`config.mk`:
```
export PLATFORM = sky130hd
export DESIGN_NAME = lpmc_host
export DESIGN_NICKNAME = d
export VERILOG_FILES = /design/src/lpmc_pkg.sv /design/src/lpmc_fifo.sv /design/src/lpmc_host.sv
export SDC_FILE = /design/constraint.sdc
export NUM_CORES = 1
export LEC_CHECK = 0
export BUFFER_PORTS_ARGS = -buffer_cell sky130_fd_sc_hd__buf_2
export CORE_UTILIZATION = 30
export CTS_CLUSTER_DIAMETER = 150
export DETAILED_ROUTE_END_ITERATION = 7
export PLACE_DENSITY = 0.46
export SLEW_MARGIN = 20
export SYNTH_ARGS = -nofsm -noshare
export SYNTH_HDL_FRONTEND = slang
export SYNTH_SLANG_ARGS = --single-unit
export TNS_END_PERCENT = 1
```
`constraint.sdc`:
```
create_clock -name clock_in -period 2.7 [get_ports clock_in]
set_input_delay 0 -clock clock_in [delete_from_list [all_inputs] [get_ports clock_in]]
set_output_delay 0 -clock clock_in [all_outputs]
set_load 0.05 [all_outputs]
```
`src/lpmc_pkg.sv`:
```
// Shared constants and types for the transceiver mode and path controller.
package lpmc_pkg;
	localparam int CLK_PERIOD_NS = 20;
	localparam int TIMER_W = 13;
	localparam int DATA_W = 8;
	localparam int FIFO_DEPTH = 16;
	localparam int FRAME_BITS = 10;
	// Toggle step time, held above the 12.5 us minimum.
	localparam int T_STEP_NS = 13000;
	localparam int T_TOGGLE_MAX_NS = 45000;
	localparam int T_RXD_CHECK_NS = 10000;
	localparam int T_FIRST_DOM_NS = 80000;
	localparam int T_SLEEP_NS = 91000;
	localparam int T_DOM_MIN_NS = 3750000;
	localparam int T_BIT_NS = 50000;
	localparam int T_FAST_BIT_NS = 10000;
	localparam int STEP_CYC = (T_STEP_NS + CLK_PERIOD_NS - 1) / CLK_PERIOD_NS;
	localparam int TOGGLE_MAX_CYC = T_TOGGLE_MAX_NS / CLK_PERIOD_NS;
	localparam int RXD_CHECK_CYC = (T_RXD_CHECK_NS + CLK_PERIOD_NS - 1) / CLK_PERIOD_NS;
	localparam int FIRST_DOM_CYC = (T_FIRST_DOM_NS + CLK_PERIOD_NS - 1) / CLK_PERIOD_NS;
	localparam int SLEEP_CYC_DEF = (T_SLEEP_NS + CLK_PERIOD_NS - 1) / CLK_PERIOD_NS;
	localparam int DOM_MIN_CYC_DEF = T_DOM_MIN_NS / CLK_PERIOD_NS;
	localparam int BIT_CYC = T_BIT_NS / CLK_PERIOD_NS;
	localparam int FAST_BIT_CYC = T_FAST_BIT_NS / CLK_PERIOD_NS;
	localparam logic [3:0] FRAME_BITS_V = 4'hA;
	localparam logic [3:0] BITS_NONE = 4'h0;
	localparam logic [TIMER_W-1:0] TIMER_ZERO = 13'h0000;
	localparam logic LVL_DOMINANT = 1'b0;
	localparam logic LVL_RECESSIVE = 1'b1;
	typedef enum logic [2:0] {
		S_SLEEP,
		S_PREP,
		S_FIRST,
		S_NORMAL,
		S_TOG_PRE,
		S_TOG_LOW,
		S_TOG_POST,
		S_TOG_CHK
	} lpmc_state_t;
endpackage : lpmc_pkg

```
`src/lpmc_fifo.sv`:
```
// Transmit byte FIFO with valid and ready on both sides.
`timescale 1ns/10ps
module lpmc_fifo
	import lpmc_pkg::*;
#(
	parameter int WIDTH = DATA_W,
	parameter int DEPTH = FIFO_DEPTH
)(
	input wire logic clock_in,
	input wire logic rst_in,
	input wire logic in_valid_in,
	input wire logic [WIDTH-1:0] in_data_in,
	output logic in_ready_out,
	output logic out_valid_out,
	output logic [WIDTH-1:0] out_data_out,
	input wire logic out_ready_in
);
	localparam int AW = $clog2(DEPTH);
	localparam logic [AW:0] FULL_CNT = (AW+1)'(DEPTH);
	localparam logic [AW:0] ONE_CNT = (AW+1)'(1);
	logic [WIDTH-1:0] mem_q [DEPTH];
	logic [AW-1:0] wr_q;
	logic [AW-1:0] rd_q;
	logic [AW:0] cnt_q;
	logic [AW:0] cnt_d;
	logic push;
	logic pop;

	assign push = in_valid_in && in_ready_out;
	assign pop = out_valid_out && out_ready_in;
	assign out_valid_out = cnt_q != '0;
	assign out_data_out = mem_q[rd_q];

	always_comb
	begin
		cnt_d = cnt_q;
		if (push && !pop)
			cnt_d = cnt_q + ONE_CNT;
		else if (pop && !push)
			cnt_d = cnt_q - ONE_CNT;
	end

	always_ff @(posedge clock_in)
	begin
		if (rst_in)
		begin
			cnt_q <= '0;
			wr_q <= '0;
			rd_q <= '0;
			in_ready_out <= 1'b1;
		end
		else
		begin
			cnt_q <= cnt_d;
			in_ready_out <= cnt_d != FULL_CNT;
			if (push)
				wr_q <= wr_q + AW'(1);
			if (pop)
				rd_q <= rd_q + AW'(1);
		end
	end

	always_ff @(posedge clock_in)
	begin
		if (push)
			mem_q[wr_q] <= in_data_in;
	end
endmodule : lpmc_fifo

```
`src/lpmc_host.sv`:
```
// Host controller that drives the transceiver mode-select and transmit pins and reads receive-data.
`timescale 1ns/10ps
module lpmc_host
	import lpmc_pkg::*;
#(
	parameter int SLEEP_CYC = SLEEP_CYC_DEF,
	parameter int DOM_MIN_CYC = DOM_MIN_CYC_DEF
)(
	input wire logic clock_in,
	input wire logic rst_in,
	input wire logic cmd_normal_in,
	input wire logic cmd_sleep_in,
	input wire logic cmd_toggle_in,
	input wire logic tx_valid_in,
	input wire logic [DATA_W-1:0] tx_data_in,
	output logic tx_ready_out,
	input wire logic rxd_in,
	output logic mode_select_out,
	output logic txd_out,
	output logic rx_bit_out,
	output logic fast_baud_out,
	output logic asleep_out,
	output logic wake_out,
	output logic busy_out
);
	lpmc_state_t st_q;
	logic [TIMER_W-1:0] timer_q;
	logic [3:0] bits_q;
	logic [FRAME_BITS-1:0] shift_q;
	logic rx_q;
	logic saw_low_q;
	logic fifo_valid;
	logic [DATA_W-1:0] fifo_data;
	logic load;
	logic tx_idle;
	logic [TIMER_W-1:0] bit_len;

	assign tx_idle = bits_q == BITS_NONE;
	assign load = st_q == S_NORMAL && tx_idle && fifo_valid && !cmd_sleep_in && !cmd_toggle_in;
	assign bit_len = fast_baud_out ? TIMER_W'(FAST_BIT_CYC - 1) : TIMER_W'(BIT_CYC - 1);

	lpmc_fifo #(
		.WIDTH(DATA_W),
		.DEPTH(FIFO_DEPTH)
	) u_fifo (
		.clock_in(clock_in),
		.rst_in(rst_in),
		.in_valid_in(tx_valid_in),
		.in_data_in(tx_data_in),
		.in_ready_out(tx_ready_out),
		.out_valid_out(fifo_valid),
		.out_data_out(fifo_data),
		.out_ready_in(load)
	);

	// Mode sequencing; every wait is a cycle count on the system clock.
	always_ff @(posedge clock_in)
	begin
		if (rst_in)
		begin
			st_q <= S_SLEEP;
			timer_q <= TIMER_ZERO;
			mode_select_out <= 1'b0;
			asleep_out <= 1'b1;
		end
		else
		begin
			if (timer_q != TIMER_ZERO)
				timer_q <= timer_q - TIMER_W'(1);
			case (st_q)
				S_SLEEP:
					if (cmd_normal_in)
					begin
						st_q <= S_FIRST;
						mode_select_out <= 1'b1;
						asleep_out <= 1'b0;
						timer_q <= TIMER_W'(FIRST_DOM_CYC - 1);
					end
				S_PREP:
					if (timer_q == TIMER_ZERO)
					begin
						st_q <= S_SLEEP;
						asleep_out <= 1'b1;
					end
				S_FIRST:
					if (timer_q == TIMER_ZERO)
						st_q <= S_NORMAL;
				S_NORMAL:
				begin
					if (load)
						timer_q <= bit_len;
					else if (tx_idle && cmd_sleep_in)
					begin
						st_q <= S_PREP;
						mode_select_out <= 1'b0;
						timer_q <= TIMER_W'(SLEEP_CYC - 1);
					end
					else if (tx_idle && cmd_toggle_in)
					begin
						st_q <= S_TOG_PRE;
						mode_select_out <= 1'b0;
						timer_q <= TIMER_W'(STEP_CYC - 1);
					end
					else if (!tx_idle && timer_q == TIMER_ZERO && bits_q != 4'h1)
						timer_q <= bit_len;
				end
				S_TOG_PRE:
					if (timer_q == TIMER_ZERO)
					begin
						st_q <= S_TOG_LOW;
						timer_q <= TIMER_W'(STEP_CYC - 1);
					end
				S_TOG_LOW:
					if (timer_q == TIMER_ZERO)
					begin
						st_q <= S_TOG_POST;
						// One cycle longer, because transmit-data rises a cycle after this state begins.
						timer_q <= TIMER_W'(STEP_CYC);
					end
				S_TOG_POST:
					if (timer_q == TIMER_ZERO)
					begin
						st_q <= S_TOG_CHK;
						mode_select_out <= 1'b1;
						timer_q <= TIMER_W'(RXD_CHECK_CYC - 1);
					end
				S_TOG_CHK:
					if (timer_q == TIMER_ZERO)
						st_q <= S_NORMAL;
				default:
					st_q <= S_SLEEP;
			endcase
		end
	end

	// Frame serializer: start bit, eight data bits LSB first, stop bit.
	always_ff @(posedge clock_in)
	begin
		if (rst_in)
		begin
			bits_q <= BITS_NONE;
			shift_q <= '1;
			txd_out <= LVL_RECESSIVE;
		end
		else if (load)
		begin
			bits_q <= FRAME_BITS_V;
			shift_q <= {LVL_RECESSIVE, fifo_data, LVL_DOMINANT};
			txd_out <= LVL_DOMINANT;
		end
		else if (st_q == S_TOG_LOW)
			txd_out <= LVL_DOMINANT;
		else if (st_q == S_NORMAL && !tx_idle && timer_q == TIMER_ZERO)
		begin
			bits_q <= bits_q - 4'h1;
			shift_q <= {LVL_RECESSIVE, shift_q[FRAME_BITS-1:1]};
			txd_out <= (bits_q == 4'h1) ? LVL_RECESSIVE : shift_q[1];
		end
		else if (st_q != S_NORMAL)
			txd_out <= LVL_RECESSIVE;
	end

	// Receive sampling, wake capture and fast baud confirmation.
	always_ff @(posedge clock_in)
	begin
		if (rst_in)
		begin
			rx_q <= LVL_RECESSIVE;
			rx_bit_out <= LVL_RECESSIVE;
			saw_low_q <= 1'b0;
			fast_baud_out <= 1'b0;
			wake_out <= 1'b0;
		end
		else
		begin
			rx_q <= rxd_in;
			if (mode_select_out)
				rx_bit_out <= rx_q;
			if (st_q == S_TOG_POST)
				saw_low_q <= 1'b0;
			else if (st_q == S_TOG_CHK && rx_q == LVL_DOMINANT)
				saw_low_q <= 1'b1;
			if (st_q == S_TOG_CHK && timer_q == TIMER_ZERO)
				fast_baud_out <= saw_low_q;
			else if (st_q == S_PREP)
				fast_baud_out <= 1'b0;
			// The wake report still sits on the pin at the accepting edge, so the flag clears once awake.
			if (asleep_out && rx_q == LVL_DOMINANT)
				wake_out <= 1'b1;
			else if (st_q == S_FIRST)
				wake_out <= 1'b0;
		end
	end

	always_ff @(posedge clock_in)
	begin
		if (rst_in)
			busy_out <= 1'b1;
		else
			busy_out <= !(st_q == S_NORMAL && tx_idle && !load) && !(st_q == S_SLEEP && !cmd_normal_in);
	end

	logic [TIMER_W-1:0] en_low_cnt;
	logic [TIMER_W-1:0] awake_cnt;
	logic [TIMER_W-1:0] txd_high_cnt;
	logic [TIMER_W-1:0] txd_low_tog;
	logic [17:0] txd_low_cnt;

	always_ff @(posedge clock_in)
	begin
		if (rst_in)
		begin
			en_low_cnt <= TIMER_ZERO;
			awake_cnt <= TIMER_ZERO;
			txd_high_cnt <= TIMER_ZERO;
			txd_low_tog <= TIMER_ZERO;
			txd_low_cnt <= '0;
		end
		else
		begin
			en_low_cnt <= mode_select_out ? TIMER_ZERO : (&en_low_cnt ? en_low_cnt : en_low_cnt + TIMER_W'(1));
			awake_cnt <= asleep_out ? TIMER_ZERO : (&awake_cnt ? awake_cnt : awake_cnt + TIMER_W'(1));
			txd_high_cnt <= !txd_out ? TIMER_ZERO : (&txd_high_cnt ? txd_high_cnt : txd_high_cnt + TIMER_W'(1));
			txd_low_tog <= txd_out ? TIMER_ZERO : (&txd_low_tog ? txd_low_tog : txd_low_tog + TIMER_W'(1));
			txd_low_cnt <= txd_out ? '0 : (&txd_low_cnt ? txd_low_cnt : txd_low_cnt + 18'h00001);
		end
	end
endmodule : lpmc_host

```
After elaboration in Yosys (flattened, before gate mapping)
Memory sizes are Yosys's and may differ from the RTL's. A register that Yosys moved wholly into a read port is not among the register bits.
Index checks and enable logic that the tools add are counted.
{ "classes": {"n_addsub": 6, "eq_ne": 20, "reduce_logical": 48, "muxes": 50, "bitwise_logic": 2} }
{ "op_table": {"columns": ["cell", "count"], "rows": [
  ["$mux W13", 9],
  ["$pmux W13 S5", 1],
  ["$mux W3", 9],
  ["$mux W9", 3],
  ["$pmux W3 S7", 1],
  ["$logic_and A1 B1 Y1", 20],
  ["$mux W4", 5],
  ["$mux W1", 17],
  ["$ne A2 B2 Y1 const B", 7],
  ["$logic_not A13 Y1", 1],
  ["$reduce_bool A13 Y1", 1],
  ["$sub A13 B1 Y13 const B", 1],
  ["$eq A3 B3 Y1 const B", 4],
  ["$mux W12", 1],
  ["$mux W5", 2],
  ["$logic_not A1 Y1", 9],
  ["$add A4 B1 Y4 const B", 2],
  ["$reduce_and A8 Y1", 1],
  ["$reduce_bool A2 Y1", 4],
  ["$eq A3 B2 Y1 const B", 2],
  ["$reduce_or A2 Y1", 3],
  ["$add A5 B1 Y5 const B", 1],
  ["$ne A5 B5 Y1 const B", 1],
  ["$reduce_and A5 Y1", 1],
  ["other kinds (18)", 20]
]} }
{ "totals": {"wordCells": 145, "regBits": 52, "out_inout_bits": 8, "mem_count": 1, "mem_bits_rw": 128} }
{ "mem_list": {"columns": ["name", "depth", "word_bits", "read_ports", "rd_ports_with_merged_regs", "write_ports", "line", "source"], "rows": [
  ["u_fifo.mem_q", 16, 8, 1, 1, 1, "lpmc_fifo.sv:21", "logic [WIDTH-1:0] mem_q [DEPTH];"]
]} }

Longest topological paths before layout
Gate-level depths: netlist of run 1.
{ "depth": {"depth_word": 10, "depth_mapped": 12, "ltp_nobuf": 10} }

By module
A second synthesis of run 1 with hierarchy kept.
{ "unflattened": {"hier_cells": 574, "hier_area_um2": 8012.7} }
{ "modules_own_cells": {"columns": ["mod", "n_inst", "cells_each", "seq_area_each_um2", "area_per_inst_um2"], "rows": [
  ["lpmc_fifo", 1, 285, 4204.0, 5721.7],
  ["lpmc_host", 1, 289, 740.7, 2290.9]
]} }

Least setup slack after synthesis of run 1
OpenSTA, ideal clock, no wires.
{ "synth_path": {"path_type": "reg-to-reg", "from": "register timer_q[0]", "to": "register timer_q[0]", "n_path_buf": 2, "synth_period_minus_slack_ps": 2400, "t_required_ps": 2630, "setup_time_ps": 70, "path_stages_with_launch": 12, "arrival_time_ps": 2330, "path_slack_ps": 300, "cell_sequence": "dfxtp_1 -> inv_1 -> ha_1 -> or3b_1 -> clkbuf_1 -> nor4_4 -> inv_2 -> clkbuf_1 -> ha_1 -> o21ai_0 -> a21oi_1 -> a21oi_1"} }
{ "synth_between": {"elab_chain_cells": 8} }
{ "synth_rtl": {"columns": ["element", "line", "source"], "rows": [
  ["start: declaration", "lpmc_host.sv:27", "logic [TIMER_W-1:0] timer_q;"],
  ["start signal: assignment", "lpmc_host.sv:69", "timer_q <= timer_q - TIMER_W'(1);"],
  ["start signal: assignment", "lpmc_host.sv:77", "timer_q <= TIMER_W'(FIRST_DOM_CYC - 1);"],
  ["start signal: assignment", "lpmc_host.sv:91", "timer_q <= bit_len;"],
  ["branches (longest 7 deep; another with $sub A13 B1 Y13)", null, null],
  ["$pmux W13 S5 (*)", "lpmc_host.sv:70", "case (st_q)"]
]} }
Mark *: on every way between the ends.
A chain may end at the register's enable or synchronous reset.

Final worst setup path of run 1
{ "layout_path": {"from": "register bits_q[0]", "to": "register timer_q[4]"} }
{ "layout_between": {"elab_chain_cells": 9} }
{ "layout_rtl": {"columns": ["element", "line", "source"], "rows": [
  ["start: declaration", "lpmc_host.sv:28", "logic [3:0] bits_q;"],
  ["start signal: assignment", "lpmc_host.sv:155", "bits_q <= bits_q - 4'h1;"],
  ["$logic_not A4 Y1", "lpmc_host.sv:38", "assign tx_idle = bits_q == BITS_NONE;"],
  ["$logic_not A1 Y1", "lpmc_host.sv:104", "else if (!tx_idle && timer_q == TIMER_ZERO && bits_q != 4'h1)"],
  ["$logic_and A1 B1 Y1 (2 in series)", "lpmc_host.sv:104", null],
  ["$mux W13", "lpmc_host.sv:104", null],
  ["$mux W13", "lpmc_host.sv:98", "else if (tx_idle && cmd_toggle_in)"],
  ["$mux W13", "lpmc_host.sv:92", "else if (tx_idle && cmd_sleep_in)"],
  ["$mux W13 (*)", "lpmc_host.sv:90", "if (load)"],
  ["$pmux W13 S5 (*)", "lpmc_host.sv:70", null],
  ["end signal: assignment", "lpmc_host.sv:69", null],
  ["end signal: assignment", "lpmc_host.sv:91", null],
  ["end signal: assignment", "lpmc_host.sv:96", "timer_q <= TIMER_W'(SLEEP_CYC - 1);"]
]} }
Mark *: on every way between the ends. The rest lies on a longest branch, timed or not.

==> results of run 1 <==
==> worst max-delay path: stages (launching register included) <==
cell and delay (ns):
dfxtp_1 0.35, inv_1 0.10, ha_1 0.17, or3b_1 0.40, buf_4 0.18, nor4_4 0.19
buf_4 0.30, a21oi_1 0.13, nor2_1 0.20, o21ai_1 0.09, a221oi_1 0.31
==> layout make-up <==
| type | count | area (um2) |
|---|---|---|
| multi-input combinational | 366 | 2890 |
| fill | 2526 | 16700 |
| sequential | 183 | 4950 |
| inverter | 15 | 58.8 |
| clock buffer | 17 | 425 |
| tap | 335 | 419 |
| clock inverter | 15 | 229 |
| timing repair buffer | 64 | 483 |
==> per-layer routing <==
metal  routed length [um]  part of all wire (%)
met5                    0                     0
met4                  172                  0.94
met2                 8720                    48
met1                 8740                    48
met3                  622                   3.4
==> sequential cells by signal, indices dropped and copies added (netlist names), 3 cells and up, named ones only <==
register and flops:
bits_q 4, shift_q 8, st_q 3, timer_q 13
u_fifo.cnt_q 5, u_fifo.mem_q 128, u_fifo.rd_q 4, u_fifo.wr_q 4
==> final timing paths <==
check,to,cells after the start
setup / recovery,timer_q[4],10
hold / removal,timer_q[2],4
setup reg to reg,timer_q[4],10
hold reg to reg,wake_out,2
==> timing repair <==
action | 4_1_cts | 5_1_grt
gates resized for setup | 0 | 1
setup endpoints to repair | 0 | 7
hold endpoints to repair | 141 | 0
hold buffers | 13 | 0
==> cell usage after synthesis, types with 3 or more instances <==
cell type | count | share of area (%)
nand4_1 | 5 | 0.39
buf_2 | 5 | 0.31
a311oi_1 | 5 | 0.55
xnor2_1 | 6 | 0.65
inv_1 | 12 | 0.56
dfxtp_1 | 55 | 14
nor4_1 | 4 | 0.31
o31ai_1 | 4 | 0.37
buf_1 | 4 | 0.19
nand3_1 | 12 | 0.75
nor2_1 | 65 | 3.0
mux4_2 | 40 | 11
edfxtp_1 | 128 | 48
nand2b_1 | 7 | 0.55
ha_1 | 14 | 2.2
o21ai_0 | 17 | 1.1
nor2b_1 | 3 | 0.23
nand2_1 | 38 | 1.8
o21bai_1 | 3 | 0.28
clkbuf_1 | 25 | 1.2
nor3_1 | 15 | 0.94
or4_1 | 5 | 0.47
or3_1 | 5 | 0.39
a21oi_1 | 36 | 2.2
a211oi_1 | 8 | 0.75
o21ai_1 | 10 | 0.62
and2_1 | 5 | 0.39
xor2_1 | 8 | 0.87
mux2i_1 | 9 | 1.1
==> kinds of logic after synthesis <==
logic type      synth area share, %
xor+xnor                       1.53
buf+inv                        2.46
compound gates                 8.57
simple gates                   11.3
flops                          61.6
fa+ha+maj                      2.18
mux                            12.3
==> report_power, final <==
part / internal [W] / total [W] / switching, W / leakage [nW]
Sequential: 0.00306 / 0.00312 / 0.0000620 / 1.61
Clock: 0.00133 / 0.00270 / 0.00137 / 0.314
Combinational: 0.000186 / 0.000474 / 0.000289 / 1.18
Total: 0.00457 / 0.00629 / 0.00172 / 3.10
==> metrics by stage <==
step                worst slack [ns]  hold slack [ns]  utilization, %  area, um2
finish                         0.181           0.0576            36.2       9450
global route                  0.0173           0.0652            36.2       9450
CTS                            0.164           0.0307            36.2       9450
detailed placement             0.175            0.190            33.2       8670
global placement               0.161            0.183            33.2       8670
floorplan                      0.300           0.0989               -       8030
==> flow_summary.yaml, run 1 <==
die:
  core_um2: 26100
  rows: 59
  die_area_um2: 27400
  die_y_um: 166
  fp.dieW_um: 166
  start_util_pct: 30.7
  ioPinCount: 23
synthesis:
  ys.flop_type: "edfxtp_1"
  yosysSeqAreaShare_pct: 61.6
  synth-edff-count: 128
  synth.cell_area_um2: 8030
  syn_nets: 628
  synth_seq_cells: 183
  async_reset_ff_share_pct: 0
  syn_inst: 599
  avgSynthCellArea_um2: 13.4
  yosys_warnings: 0
  netlist-cell-type-count: 60
clock_tree:
  cts_tree: "built"
  cts_root_buffer: "clkbuf_16"
  post_cts_buffers: 0
  path_clk_slew_ns: 0.08
  cts_buffers: 17
  cts.sinks: 183
  clockBufferDepth: 2
  insertion_delay_ns: 0.45
  htreeDepth: 4
drt:
  avgViaCountPerCell: 5.05
  finalWirelength_um: 18300
  dr.pass1.iters: 7
  drc: 2
  detail-route-antenna-nets: 0
  drt_iter0_drc: 472
  vias: 5027
  avgRoutedWirePerCell_um: 18.3
finish:
  synthToLayoutAreaGrowth_pct: 17.8
  final_cell_mix: "edfxtp_1, nor2_1, dfxtp_1"
  mostFrequentLayoutCell: "edfxtp_1"
  drive_above_1_share_pct: 20.3
  finalNonFillerCells: 995
  nNetsFinal: 676
  antennaDiodeCount: 0
timing:
  fin_crit_sh_pct: 93.3
  finalClockSkew_ns: 0.0178
  hold_viol_final: 0
  min_period_ns: 2.52
  worst_slew_pin_slew_ns: 0.704
  rsz0062_at_grt: "no"
  finalSetupViolCount: 0
  relSlewSlack_pct: 52.6
  setup_tns_ns: 0
  drv_slew: 0
  fmax_ghz: 0.397
power:
  power.total_w: 0.00629
  vdd_drop_max_uv: 340
  leakage_nw: 3.10
  power.density_nw_per_um2: 666
critical_path:
  crit_type: "reg2reg"
  crit_start: "bits_q[0]"
  crit_required_ns: 3.04
  endpoint_kind: "flip-flop"
  critical_path_arrival_ns: 2.86
  r2r_setup_slack_ns: 0.18
  setup.worst_path.start_class: "flip-flop"
  reg2reg_from: "bits_q[0]"
  worstPathMaxFanout: 17
grt:
  grt_use_total_pct: 14.3
  grt.busiest_layer: "met2"
  overflow: 0
  grt_pass1_vias: 5032
  antenna_found_initial: 0
  grt_use_met2_pct: 22.8
  grtUsageMet1_pct: 19.7
  met3_usage_pct: 2.90
  grt_max_degree: 33
  grt_pass1_wl_um: 29000
flow_run:
  cap_viol_max_count: 0
hold_path:
  holdCritStartpoint: "cmd_toggle_in"
  hold_path_class: "in2reg"
place:
  place_congestion: 0.852
  dp.cells: 950
  dp_hpwl_um: 12400
  port_buffers: 22
status:
  status: "finished with violations"
  violations: "design-rule violations"
Note: power is estimated with default switching activity, not from simulation.
==> run 2, diff against run 1 <==
--- a/config.mk
+++ b/config.mk
@@ -9,9 +9,10 @@
 export CORE_UTILIZATION = 30
 export CTS_CLUSTER_DIAMETER = 150
 export DETAILED_ROUTE_END_ITERATION = 7
-export PLACE_DENSITY = 0.46
+export PLACE_DENSITY = 0.48
 export SLEW_MARGIN = 20
 export SYNTH_ARGS = -nofsm -noshare
 export SYNTH_HDL_FRONTEND = slang
+export SYNTH_HIERARCHICAL = 1
 export SYNTH_SLANG_ARGS = --single-unit
 export TNS_END_PERCENT = 1
==> constraint.sdc (replaced) <==
create_clock -name clock_in -period 2.15 [get_ports clock_in]
set_input_delay 0 -clock clock_in [delete_from_list [all_inputs] [get_ports clock_in]]
set_output_delay 0 -clock clock_in [all_outputs]
set_load 0.05 [all_outputs]
==> flow_summary.yaml, run 2 <==
die:
  ioPinCount: 23
  die_area_um2: 27400
  fp.dieW_um: 165
  core_um2: 26100
  rows: 59
  start_util_pct: 30.7
  die_y_um: 165
synthesis:
  syn_inst: 574
  synth_compound_area_share_pct: 9.06
  synth_fa_ha_area_share_pct: 2.31
  ys.flop_type: "edfxtp_1"
  synthMuxAreaShare_pct: 12.0
  synth.cell_area_um2: 8010
  synthXorXnorAreaFrac_pct: 1.86
  netlist-cell-type-count: 74
  yosysMostFrequentCell: "edfxtp_1"
  yosysSeqAreaShare_pct: 61.7
  synthSimpleGateAreaFrac_pct: 10.6
  synth_top_family_by_area: "multiplexers"
  syn_nets: 603
  synth_top_area_share_pct: 48.0
  synth-edff-count: 128
  avgSynthCellArea_um2: 14.0
  async_reset_ff_share_pct: 0
  synthTopCellsByCount: "edfxtp_1, dfxtp_1, mux4_2"
  yosys_warnings: 6
  synth_top_area_cell: "edfxtp_1"
  synth_area_leaders: "edfxtp_1, dfxtp_1, mux4_2, ha_1, o21ai_0"
  synth_seq_cells: 183
grt:
  grt_use_total_pct: 15.2
  antenna_found_initial: 0
  grt_max_degree: 33
  grt_pass1_wl_um: 30600
  overflow: 0
  grt_pass1_vias: 5219
finish:
  largest_register_ffs: 128
  final_core_util_pct: 37.4
  regMostFlops: "u_fifo/mem_q"
  multi_input_area_um2: 2970
  synthToLayoutAreaGrowth_pct: 21.8
  final_cell_mix: "edfxtp_1, buf_4, dfxtp_1"
  nNetsFinal: 683
  fillers: 2494
  mostFrequentLayoutCell: "edfxtp_1"
  ff_latch_area_um2: 4950
  top_regs: "u_fifo/mem_q: 128 flops, timer_q: 13 flops, shift_q: 8 flops"
  drive_above_1_share_pct: 28.5
  antennaDiodeCount: 0
timing:
  finalSetupViolCount: 2
  fin_crit_sh_pct: 101
  fmax_ghz: 0.462
  worst_slew_pin_slew_ns: 0.583
  relSlewSlack_pct: 61.1
  hold_viol_final: 0
  rsz0062_at_grt: "yes"
  finalClockSkew_ns: 0.0107
  setup_tns_ns: -0.0139
  finalWorstSetupSlack_ns: -0.0123
  drv_slew: 0
  min_period_ns: 2.16
critical_path:
  crit_required_ns: 2.48
  setup.worst_path.start_class: "flip-flop"
  crit_type: "reg2reg"
  critical_path_arrival_ns: 2.49
  endpoint_kind: "flip-flop"
  r2r_setup_slack_ns: -0.01
  worstPathMaxFanout: 4
drt:
  finalWirelength_um: 19600
  dr.pass1.iters: 7
  avgRoutedWirePerCell_um: 19.6
  drc: 6
  drt_iter0_drc: 492
  vias: 5181
  avgViaCountPerCell: 5.17
  detail-route-antenna-nets: 0
clock_tree:
  insertion_delay_ns: 0.43
  cts.sinks: 183
  cts_tree: "built"
  path_clk_slew_ns: 0.08
  cts_root_buffer: "clkbuf_16"
  clockBufferDepth: 2
  htreeDepth: 4
  cts_buffers: 17
power:
  leakage_nw: 3.31
  power.total_w: 0.00809
  power.density_nw_per_um2: 829
  vdd_drop_max_uv: 524
hold_path:
  hold_path_class: "in2reg"
place:
  port_buffers: 22
  dp_hpwl_um: 13200
  place_congestion: 0.883
status:
  status: "finished with violations"
  violations: "design-rule violations, negative setup slack"
flow_run:
  cap_viol_max_count: 0
run 2: cell types whose count changed after synthesis, sizes merged, moves of 4 or more:
cell,previous run,this run
clkbuf,25,15
nor3,16,24
a31oi,2,8
o21a,0,4
a21oi,36,24
and3,2,7
and2,5,15
or4,7,2
buf,10,16
xnor2,6,10
nand2,38,27
nor2,65,32
run 2: worst paths after layout:
kind                start           to  cells after the start
max reg2reg     flip-flop   shift_q[2]                      5
min          cmd_sleep_in  timer_q[12]                      3
min reg2reg    shift_q[2]   shift_q[2]                      1
max             flip-flop   shift_q[2]                      5
run 2: power by group:
group	switching [W]	internal (W)	total [W]
Clock	0.00163	0.00163	0.00326
Combinational	0.000503	0.000393	0.000897
Sequential	0.0000748	0.00386	0.00393
Total	0.00221	0.00588	0.00809
run 2: worst max-delay path, stage by stage (launching register included):
cell and delay (ns):
dfxtp_4 0.38, buf_4 0.17, mux4_2 0.52, mux4_2 0.52, a221o_1 0.33, a21o_1 0.15
run 2: what timing repair did:
item,CTS,global route
setup endpoints to repair,8,19
pin swaps,0,1
hold buffers,11,0
endpoints found under the hold margin,131,0
setup buffers,0,3
resized for setup,5,14
run 2: through the flow:
step | area (um2) | cells | hold slack, ns | setup slack [ns]
after floorplan | 8100 | 574 | 0.0691 | -0.0234
after global placement | 8930 | 956 | 0.188 | -0.0205
after detailed placement | 8930 | 956 | 0.205 | -0.0361
after CTS | 9690 | 999 | 0.0209 | -0.0293
after global routing | 9760 | 1002 | 0.0519 | -0.0629
final | 9760 | 1002 | 0.0518 | -0.0123
run 2: layer usage:
| layer | track usage [%] | vias up | wire length [um] |
|---|---|---|---|
| met2 | 25.9 | 121 | 9900 |
| met4 | 4.17 | 0 | 244 |
| met5 | 0 | - | 0 |
| met3 | 2.90 | 16 | 764 |
| li1 | - | 2394 | - |
| met1 | 19.8 | 2650 | 8730 |
run 2: area by class of cell:
| type | instances | share of cell area (%) |
|---|---|---|
| clock buffer | 17 | 4.36 |
| clock inverter | 15 | 2.05 |
| inverter | 17 | 0.705 |
| multi-input combinational | 343 | 30.5 |
| sequential | 183 | 50.7 |
| tap | 335 | 4.29 |
| timing repair buffer | 92 | 7.38 |
run 2: cells by family (layout without fill, tap and decap cells):
family	after synthesis	count (layout)
flops	183	183
buf+inv	48	141
mux	46	46
xor+xnor	17	17
compound gates	110	110
simple gates	155	155
fa+ha+maj	15	15
==> run 3, diff against run 2 <==
--- a/config.mk
+++ b/config.mk
@@ -10,6 +10,7 @@
 export CTS_CLUSTER_DIAMETER = 150
 export DETAILED_ROUTE_END_ITERATION = 7
 export PLACE_DENSITY = 0.48
+export SKIP_CTS_REPAIR_TIMING = 1
 export SLEW_MARGIN = 20
 export SYNTH_ARGS = -nofsm -noshare
 export SYNTH_HDL_FRONTEND = slang
==> constraint.sdc (replaced) <==
create_clock -name clock_in -period 2.15 [get_ports clock_in]
set_input_delay 0.215 -clock clock_in [delete_from_list [all_inputs] [get_ports clock_in]]
set_output_delay 0.215 -clock clock_in [all_outputs]
set_load 0.05 [all_outputs]
==> flow_summary.yaml, run 3 (synthesis results as in run 2) <==
finish:
  mostFrequentLayoutCell: "edfxtp_1"
  nNetsFinal: 674
  ff_latch_area_um2: 4950
  regMostFlops: "u_fifo/mem_q"
  synthToLayoutAreaGrowth_pct: 20.9
  drive_above_1_share_pct: 29.0
  finalNonFillerCells: 993
  fillers: 2493
  largest_register_ffs: 128
  top_regs: "u_fifo/mem_q: 128 flops, timer_q: 13 flops, shift_q: 8 flops"
  antennaDiodeCount: 0
  final_cell_mix: "edfxtp_1, buf_4, dfxtp_1"
  multi_input_area_um2: 2970
clock_tree:
  htreeDepth: 4
  cts_buffers: 17
  insertion_delay_ns: 0.43
  cts.sinks: 183
  cts_root_buffer: "clkbuf_16"
  cts_tree: "built"
  path_clk_slew_ns: 0.09
  clockBufferDepth: 2
place:
  preCtsSetupSlack_ns: -0.0361
  port_buffers: 22
  dp_hpwl_um: 13200
  place_congestion: 0.883
  dp.cells: 956
timing:
  fin_crit_sh_pct: 101
  finalSetupViolCount: 2
  finalClockSkew_ns: 0.0120
  drv_slew: 0
  finalWorstSetupSlack_ns: -0.0173
  relSlewSlack_pct: 61.4
  worst_slew_pin_slew_ns: 0.579
  hold_viol_final: 0
  fmax_ghz: 0.461
  min_period_ns: 2.17
  rsz0062_at_grt: "yes"
power:
  p_clk_share_pct: 40.4
  p_int_w: 0.00587
  p_comb_share_pct: 10.9
  pwr-share-seq_pct: 48.7
  leakage_nw: 3.28
  power.density_nw_per_um2: 833
  vdd_drop_max_uv: 526
  switching_share_pct: 27.3
  p_sw_w: 0.00220
die:
  fp.dieW_um: 165
  die_area_um2: 27400
  rows: 59
  ioPinCount: 23
  core_um2: 26100
  start_util_pct: 30.7
  die_y_um: 165
drt:
  avgRoutedWirePerCell_um: 19.8
  finalWirelength_um: 19700
  drc: 6
  vias: 5126
  detail-route-antenna-nets: 0
  drt_iter0_drc: 419
  dr.pass1.iters: 8
  avgViaCountPerCell: 5.16
hold_path:
  min_to: "u_fifo/mem_q[15][6]"
  whs_path_depth: 1
  hold_path_class: "in2reg"
  holdCritStartpoint: "tx_data_in[6]"
grt:
  grt_use_total_pct: 15.2
  grt_max_degree: 33
  grt_pass1_vias: 5167
  overflow: 0
  grt_pass1_wl_um: 30500
  antenna_found_initial: 1
critical_path:
  crit_type: "reg2reg"
  setup.worst_path.start_class: "flip-flop"
  crit_required_ns: 2.48
  path_cells: "buf_6 > mux4_2 > mux4_2 > a221o_1 > a21o_1"
  endpoint_kind: "flip-flop"
  r2r_cells: 5
  crit_slowest_cell: "mux4_2"
  cpPeakStageDelay_ns: 0.52
  cp_common_cell: "mux4_2"
  critical_path_arrival_ns: 2.50
  worstPathMaxFanout: 4
  r2r_setup_slack_ns: -0.02
  r2r-end: "shift_q[2]"
status:
  status: "finished with violations"
  violations: "design-rule violations, negative setup slack"
flow_run:
  cap_viol_max_count: 0
==> run 3: cell types whose count changed in the layout (fill, tap and decap cells not counted), sizes merged <==
cell	before	now
clkbuf	17	18
dlygate4sd3	11	1
==> run 3: worst max-delay path, delay by kind of cell (launching register included) <==
family | cells | cell delay [ns]
compound gates | 2 | 0.48
buf+inv | 1 | 0.15
flops | 1 | 0.41
mux | 2 | 1.03
==> run 3: worst max path at each step <==
stage | endpoint | slack (ns) | cells past startpoint | from
floorplan | u_fifo/in_ready_out | -0.02 | 12 | u_fifo/cnt_q[1]
detailed placement | shift_q[2] | -0.04 | 5 | flip-flop
CTS | shift_q[2] | -0.05 | 5 | flip-flop
global route | shift_q[6] | -0.06 | 5 | flip-flop
global placement | shift_q[2] | -0.02 | 5 | flip-flop
finish | shift_q[2] | -0.02 | 5 | flip-flop
==> run 3: cell type report <==
| class | instances | share of cell area, % |
|---|---|---|
| Tap cell | 335 | 4.33 |
| Sequential cell | 183 | 51.1 |
| Inverter | 17 | 0.710 |
| Clock inverter | 15 | 2.07 |
| Timing Repair Buffer | 83 | 6.70 |
| Multi-Input combinational cell | 343 | 30.7 |
| Clock buffer | 17 | 4.39 |
==> run 3: through the flow <==
stage	utilization (%)	TNS [ns]	hold slack (ns)	instance area (um2)	total power [W]
6_report	37.1	-0.0196	0.145	9690	0.00807
5_1_grt	37.1	-0.229	0.135	9690	0.00839
4_1_cts	36.6	-0.195	-0.0261	9560	0.00812
3_5_place_dp	34.2	-0.112	0.420	8930	0.00485
3_3_place_gp	34.2	-0.0205	0.403	8930	0.00484
2_1_floorplan	-	-0.0855	0.284	8100	0.00452
==> run 3: metal layers <==
metal / global-route usage (%) / vias to the layer above / wire length (um)
met1: 19.7 / 2580 / 8600
met5: 0 / - / 11
li1: - / 2380 / -
met4: 4.46 / 2 / 301
met2: 25.6 / 141 / 9900
met3: 3.02 / 23 / 897
==> run 3: power groups by stage <==
stage | sequential (W) | combinational (W) | clock [W]
global route | 0.00395 | 0.000962 | 0.00348
detailed placement | 0.00401 | 0.000842 | 0
global placement | 0.00401 | 0.000833 | 0
finish | 0.00394 | 0.000879 | 0.00326
CTS | 0.00393 | 0.000847 | 0.00334
floorplan | 0.00404 | 0.000485 | 0
